==> config.mk <==
export PLATFORM = sky130hd
export DESIGN_NAME = operation_status_reporting
export DESIGN_NICKNAME = d
export VERILOG_FILES = /design/src/opstat_pkg.sv /design/src/operation_status_reporting.sv
export SDC_FILE = /design/constraint.sdc
export NUM_CORES = 1
export LEC_CHECK = 0
export BUFFER_PORTS_ARGS = -buffer_cell sky130_fd_sc_hd__buf_2
export CAP_MARGIN = 15
export CORE_AREA = 8 8 101 103
export CTS_CLUSTER_DIAMETER = 100
export DETAILED_ROUTE_END_ITERATION = 8
export DIE_AREA = 0 0 109 111
export MAX_ROUTING_LAYER = met4
export PLACE_DENSITY = 0.79
export SLEW_MARGIN = 20
export SYNTH_ARGS = -nofsm -noshare
export SYNTH_HDL_FRONTEND = slang
export SYNTH_SLANG_ARGS = --single-unit
==> constraint.sdc <==
create_clock -name CLK -period 2.75 [get_ports CLK]
set_input_delay 0.4125 -clock CLK [delete_from_list [all_inputs] [get_ports CLK]]
set_output_delay 0.4125 -clock CLK [all_outputs]
set_load 0.02 [all_outputs]
==> src/opstat_pkg.sv <==
// Package with register map, field positions and carrier types for operation status.
package opstat_pkg;

  // ---------------------------------------------------------------------------
  // Register selection codes
  // ---------------------------------------------------------------------------
  localparam logic [2:0] SEL_CONDITION = 3'h0;
  localparam logic [2:0] SEL_EVENT     = 3'h1;
  localparam logic [2:0] SEL_ENABLE    = 3'h2;
  localparam logic [2:0] SEL_RISE_FILT = 3'h3;
  localparam logic [2:0] SEL_FALL_FILT = 3'h4;

  // ---------------------------------------------------------------------------
  // Condition bit positions and reset values
  // ---------------------------------------------------------------------------
  localparam int CURRENT_SOURCE_AUTO_BIT = 7;
  localparam int INPUT_OVERVOLTAGE_BIT   = 8;
  localparam int OUTPUT_OVERVOLTAGE_BIT  = 9;
  localparam int CONFIG_MEMORY_BUSY_BIT  = 10;
  localparam int SELFTEST_RUNNING_BIT    = 12;
  localparam int SUMMARY_STB_BIT         = 7;
  localparam logic [15:0] USED_BITS_MASK = 16'h1780;
  localparam logic [15:0] REG_RESET      = 16'h0000;

  // Register access request from the command parser.
  typedef struct packed {
    logic       wr;
    logic       rd;
    logic [2:0] sel;
    logic [15:0] wdata;
  } reg_req_type;

  // Live instrument state inputs.
  typedef struct packed {
    logic selftest_running;
    logic config_memory_busy;
    logic output_overvoltage;
    logic input_overvoltage;
    logic current_source_auto_running;
  } inst_state_type;

endpackage

==> src/operation_status_reporting.sv <==
// Operation status condition, transition filter, event and enable logic.
`timescale 1ns/1ps
`default_nettype none

module operation_status_reporting
  import opstat_pkg::*;
(
  input  wire logic           CLK,
  input  wire logic           RST,
  input  wire inst_state_type STATE,
  input  wire reg_req_type    REQ,
  input  wire logic           CLEAR_STATUS,
  output logic [15:0]         RDATA,
  output logic                RVALID,
  output logic [7:0]          STB_CONTRIB,
  output logic                OPERATION_SUMMARY
);

  // ---------------------------------------------------------------------------
  // Condition assembly
  // ---------------------------------------------------------------------------

  // Condition is purely combinational from live inputs, so no history is kept.
  logic [15:0] condition_raw;
  always_comb begin
    condition_raw = 16'h0000;
    condition_raw[SELFTEST_RUNNING_BIT]    = STATE.selftest_running;
    condition_raw[CURRENT_SOURCE_AUTO_BIT] = STATE.current_source_auto_running;
    condition_raw[CONFIG_MEMORY_BUSY_BIT]  = STATE.config_memory_busy;
    condition_raw[OUTPUT_OVERVOLTAGE_BIT]  = STATE.output_overvoltage;
    condition_raw[INPUT_OVERVOLTAGE_BIT]   = STATE.input_overvoltage;
  end

  // Mask keeps unused positions at zero even if the assembly above is edited.
  wire logic [15:0] operation_condition = condition_raw & USED_BITS_MASK;

  // ---------------------------------------------------------------------------
  // Transition detection
  // ---------------------------------------------------------------------------

  // Previous condition sample; reset value zero means a condition already
  // active out of reset is seen as a rising edge on the first cycle.
  logic [15:0] cond_prev_q;
  always_ff @(posedge CLK or posedge RST) begin
    if (RST) begin
      cond_prev_q <= REG_RESET;
    end else begin
      cond_prev_q <= operation_condition;
    end
  end

  logic [15:0] rising_edge_filter_q;
  logic [15:0] falling_edge_filter_q;

  // Each bit qualifies on the edge its own filters select.
  wire logic [15:0] rose      = operation_condition & ~cond_prev_q;
  wire logic [15:0] fell      = ~operation_condition & cond_prev_q;
  wire logic [15:0] new_event = (rose & rising_edge_filter_q) |
                                (fell & falling_edge_filter_q);

  // ---------------------------------------------------------------------------
  // Register access decode
  // ---------------------------------------------------------------------------
  wire logic rd_event  = REQ.rd && (REQ.sel == SEL_EVENT);
  wire logic wr_enable = REQ.wr && (REQ.sel == SEL_ENABLE);
  wire logic wr_rise   = REQ.wr && (REQ.sel == SEL_RISE_FILT);
  wire logic wr_fall   = REQ.wr && (REQ.sel == SEL_FALL_FILT);
  wire logic clr_event = rd_event || CLEAR_STATUS;

  // ---------------------------------------------------------------------------
  // Event, enable and filter registers
  // ---------------------------------------------------------------------------
  logic [15:0] event_q;
  logic [15:0] event_d;
  logic [15:0] enable_q;
  logic [15:0] enable_d;
  logic [15:0] rise_d;
  logic [15:0] fall_d;

  // New events are OR-ed after the clear, so a coincident edge is never lost.
  always_comb begin
    event_d = clr_event ? REG_RESET : event_q;
    event_d = event_d | new_event;
  end

  // Enable only changes on its own write; nothing else touches it.
  assign enable_d = wr_enable ? REQ.wdata : enable_q;
  assign rise_d   = wr_rise ? REQ.wdata : rising_edge_filter_q;
  assign fall_d   = wr_fall ? REQ.wdata : falling_edge_filter_q;

  // Power-on state clears event, enable and both filters.
  always_ff @(posedge CLK or posedge RST) begin
    if (RST) begin
      event_q               <= REG_RESET;
      enable_q              <= REG_RESET;
      rising_edge_filter_q  <= REG_RESET;
      falling_edge_filter_q <= REG_RESET;
    end else begin
      event_q               <= event_d;
      enable_q              <= enable_d;
      rising_edge_filter_q  <= rise_d;
      falling_edge_filter_q <= fall_d;
    end
  end

  // ---------------------------------------------------------------------------
  // Read data path
  // ---------------------------------------------------------------------------

  // Values are plain binary, so the decimal weight sum is the number itself.
  logic [15:0] rdata_mux;
  always_comb begin
    case (REQ.sel)
      SEL_CONDITION: rdata_mux = operation_condition;
      SEL_EVENT:     rdata_mux = event_q;
      SEL_ENABLE:    rdata_mux = enable_q;
      SEL_RISE_FILT: rdata_mux = rising_edge_filter_q;
      SEL_FALL_FILT: rdata_mux = falling_edge_filter_q;
      default:       rdata_mux = 16'h0000;
    endcase
  end

  // Read data is registered; the event value captured is the pre-clear one.
  logic [15:0] rdata_q;
  logic        rvalid_q;
  always_ff @(posedge CLK or posedge RST) begin
    if (RST) begin
      rdata_q  <= 16'h0000;
      rvalid_q <= 1'b0;
    end else begin
      rdata_q  <= REQ.rd ? rdata_mux : rdata_q;
      rvalid_q <= REQ.rd;
    end
  end

  // ---------------------------------------------------------------------------
  // Summary bit
  // ---------------------------------------------------------------------------

  // Registered from event_d and enable_d, so the summary tracks event_q and enable_q with no lag.
  logic summary_q;
  always_ff @(posedge CLK or posedge RST) begin
    if (RST) begin
      summary_q <= 1'b0;
    end else begin
      summary_q <= |(event_d & enable_d);
    end
  end

  assign RDATA             = rdata_q;
  assign RVALID            = rvalid_q;
  assign OPERATION_SUMMARY = summary_q;
  assign STB_CONTRIB       = {summary_q, 7'h00} & (8'h01 << SUMMARY_STB_BIT);

endmodule

`default_nettype wire

==> results.toml <==
[status]
status = "finished, final reports clean"

[run]
max_cap_violations = 0

[yosys]
ys_seq_area_share_pct = 55.8
synth_edf_count = 0
syn_area_mm2 = 0.00390
synth.avg_cell_area_um2 = 12.3
async_reset_ff_share_pct = 100
ys_warn_count = 0
ys_seq_elements = 87
syn_inst = 317
ys_types = 34
synth_ff_type = "dfrtp_1"

[cts]
cts.sinks = 87
post_cts_buffers = 0
cts_hold_buf = 0
clk_path_buf_depth = 2
clock_latency_ns = 0.35
cts_tree = "yes"
clk_pin_slew_ns = 0.08
root_buffer = "clkbuf_8"
h-tree-depth = 3
ctsResizeCount = 0
cts_buffers = 9

[floorplan]
dieArea_mm2 = 0.0121
core_mm2 = 0.00855
dieWidth_um = 109
die_y_um = 111
io_pins = 55
num_rows = 34
initial_core_util_pct = 45.6

[timing]
hold_violations = 0
period_share_pct = 74.0
worstMarginPinSlew_ns = 0.692
setup_ws_ns = 0.715
rsz0062_at_grt = "false"
fin_setup_tns_ns = 0
setup_viol = 0
drv_slew = 0
max_freq_mhz = 491
skew_ns = 0.00937
maxSlewHeadroom_pct = 53.8
min_period_ns = 2.04

[critical_path]
worst_setup_path_end_kind = "flop"
cp_max_fo = 18
start_kind = "input pin"
critical_path_class = "input pin to flop"
cp.arrival_ns = 2.25
worstPathRequired_ns = 2.97

[routing]
num_vias = 2648
routedWlPerCell_um = 18.6
first_pass_iters = 4
ant_nets = 0
drc = 0
drt_wl_total_mm = 8.90
drtIter0Drc = 156
viasPerCell = 5.54

[hold_path]
hold_path.class = "input pin to async pin"

[grt]
grtUsageTotal_pct = 15.8
grt.overflow.total = 0
grt_pass1_wl_mm = 14.6
antenna_found_initial = 0
grt_max_degree = 49
grt_pass1_vias = 2718

[pwr]
finalPower_mw = 2.95
static-leakage-power_nw = 2.06
p_per_area_mw_per_mm2 = 664
ir_worst_vdd_v = 0.000224

[layout]
drive_gt1_share_pct = 25.1
layout_commonest_cell = "dfrtp_1"
nets = 396
area_growth_syn_to_layout_pct = 13.7
diodes = 0
layoutNonFillerInstCount = 478
final_cell_mix = "87 x dfrtp_1, 47 x buf_2, 33 x mux2_1"

[placed_design]
portBuffers = 47
gp_congestion = 0.850
place_hpwl_mm = 6.25
preCtsSetupSlack_ns = 0.371
dp_cells = 464
synthesized netlist by cell type (2+ instances only):
| master | count | area [um^2] |
|---|---|---|
| a21boi_1 | 2 | 15.0 |
| a21o_1 | 3 | 22.5 |
| a21oi_1 | 7 | 35.0 |
| a22oi_1 | 18 | 135 |
| and2_1 | 11 | 68.8 |
| and3_1 | 2 | 12.5 |
| buf_2 | 4 | 20.0 |
| buf_4 | 9 | 67.6 |
| clkbuf_1 | 12 | 45.0 |
| dfrtp_1 | 87 | 2180 |
| inv_1 | 18 | 67.6 |
| mux2_1 | 33 | 372 |
| mux2_2 | 19 | 214 |
| mux2i_1 | 16 | 160 |
| nand2_1 | 10 | 37.5 |
| nand3b_1 | 6 | 45.0 |
| nor2_1 | 8 | 30.0 |
| nor2b_1 | 5 | 31.3 |
| o21a_1 | 2 | 15.0 |
| o21ai_0 | 3 | 15.0 |
| o22a_1 | 13 | 114 |
| o22ai_1 | 17 | 106 |
through the flow:
step                      area [um^2]  hold WS (ns)  utilization (%)
after CTS                        4440         0.159             51.9
final                            4440         0.141             51.9
after global routing             4440         0.191             51.9
after floorplan                  3920         0.444                -
after detailed placement         4270         0.480             50.0
after global placement           4270         0.468             50.0
area by class of cell:
| class | count | area [um^2] |
|---|---|---|
| clock inverters | 1 | 5.00 |
| flip-flops and latches | 87 | 2180 |
| well taps | 108 | 135 |
| inverters | 18 | 68.8 |
| repair buffers | 60 | 345 |
| clock buffers | 13 | 159 |
| multi-input cells | 191 | 1550 |
| fillers | 760 | 4110 |
path summary, 6_finish.rpt:
kind | end | cells past startpoint | startpoint | slack, ns
worst max-delay path | OPERATION_SUMMARY$_DFF_PP0_ | 7 | REQ[18] | 0.71
worst min-delay path | RDATA[8]$_DFFE_PP0P_ | 2 | RST | 0.14
worst max register to register | OPERATION_SUMMARY$_DFF_PP0_ | 4 | enable_q[10]$_DFF_PP0_ | 1.24
worst min register to register | falling_edge_filter_q[5]$_DFFE_PP0P_ | 1 | falling_edge_filter_q[5]$_DFFE_PP0P_ | 0.49
max in group asynchronous | falling_edge_filter_q[4]$_DFFE_PP0P_ | 3 | RST | 1.93
min in group CLK | cond_prev_q[10]$_DFF_PP0_ | 1 | STATE[3] | 0.20
layer usage:
layer	vias to the layer above	global-route usage [%]	routed length (um)
li1	1225	-	-
met1	1328	21.8	4080
met2	87	22.7	4110
met3	8	3.49	624
met4	0	4.75	92
met5	-	-	0
power by group:
group	leakage, nW	internal, mW	total, mW	switching [mW]
Combinational	0.879	0.257	0.548	0.291
Clock	0.0854	0.368	0.794	0.426
Sequential	1.09	1.48	1.61	0.122
kinds of logic (layout without fill, tap and decap cells):
family	Yosys count	count (layout)	synth area share (%)
simple gates	47	47	6.77
mux	68	68	19.1
other cells	1	7	0.0961
compound gates	69	69	12.7
flops	87	87	55.8
buf+inv	45	92	5.52
sequential cells by signal (all words and copies together) (netlist names):
signal,cells
enable_q,16
falling_edge_filter_q,16
event_q,16
cond_prev_q,5
RDATA,16
RVALID,1
OPERATION_SUMMARY,1
rising_edge_filter_q,16
worst max-delay path, cell delays in order:
cell       delay (ns)
buf_2            0.21
nor4bb_4         0.27
buf_4            0.30
mux2_1           0.38
a21boi_1         0.14
a2111oi_0        0.40
nand4_1          0.14
No activity file was read; power rests on OpenSTA's default activity.
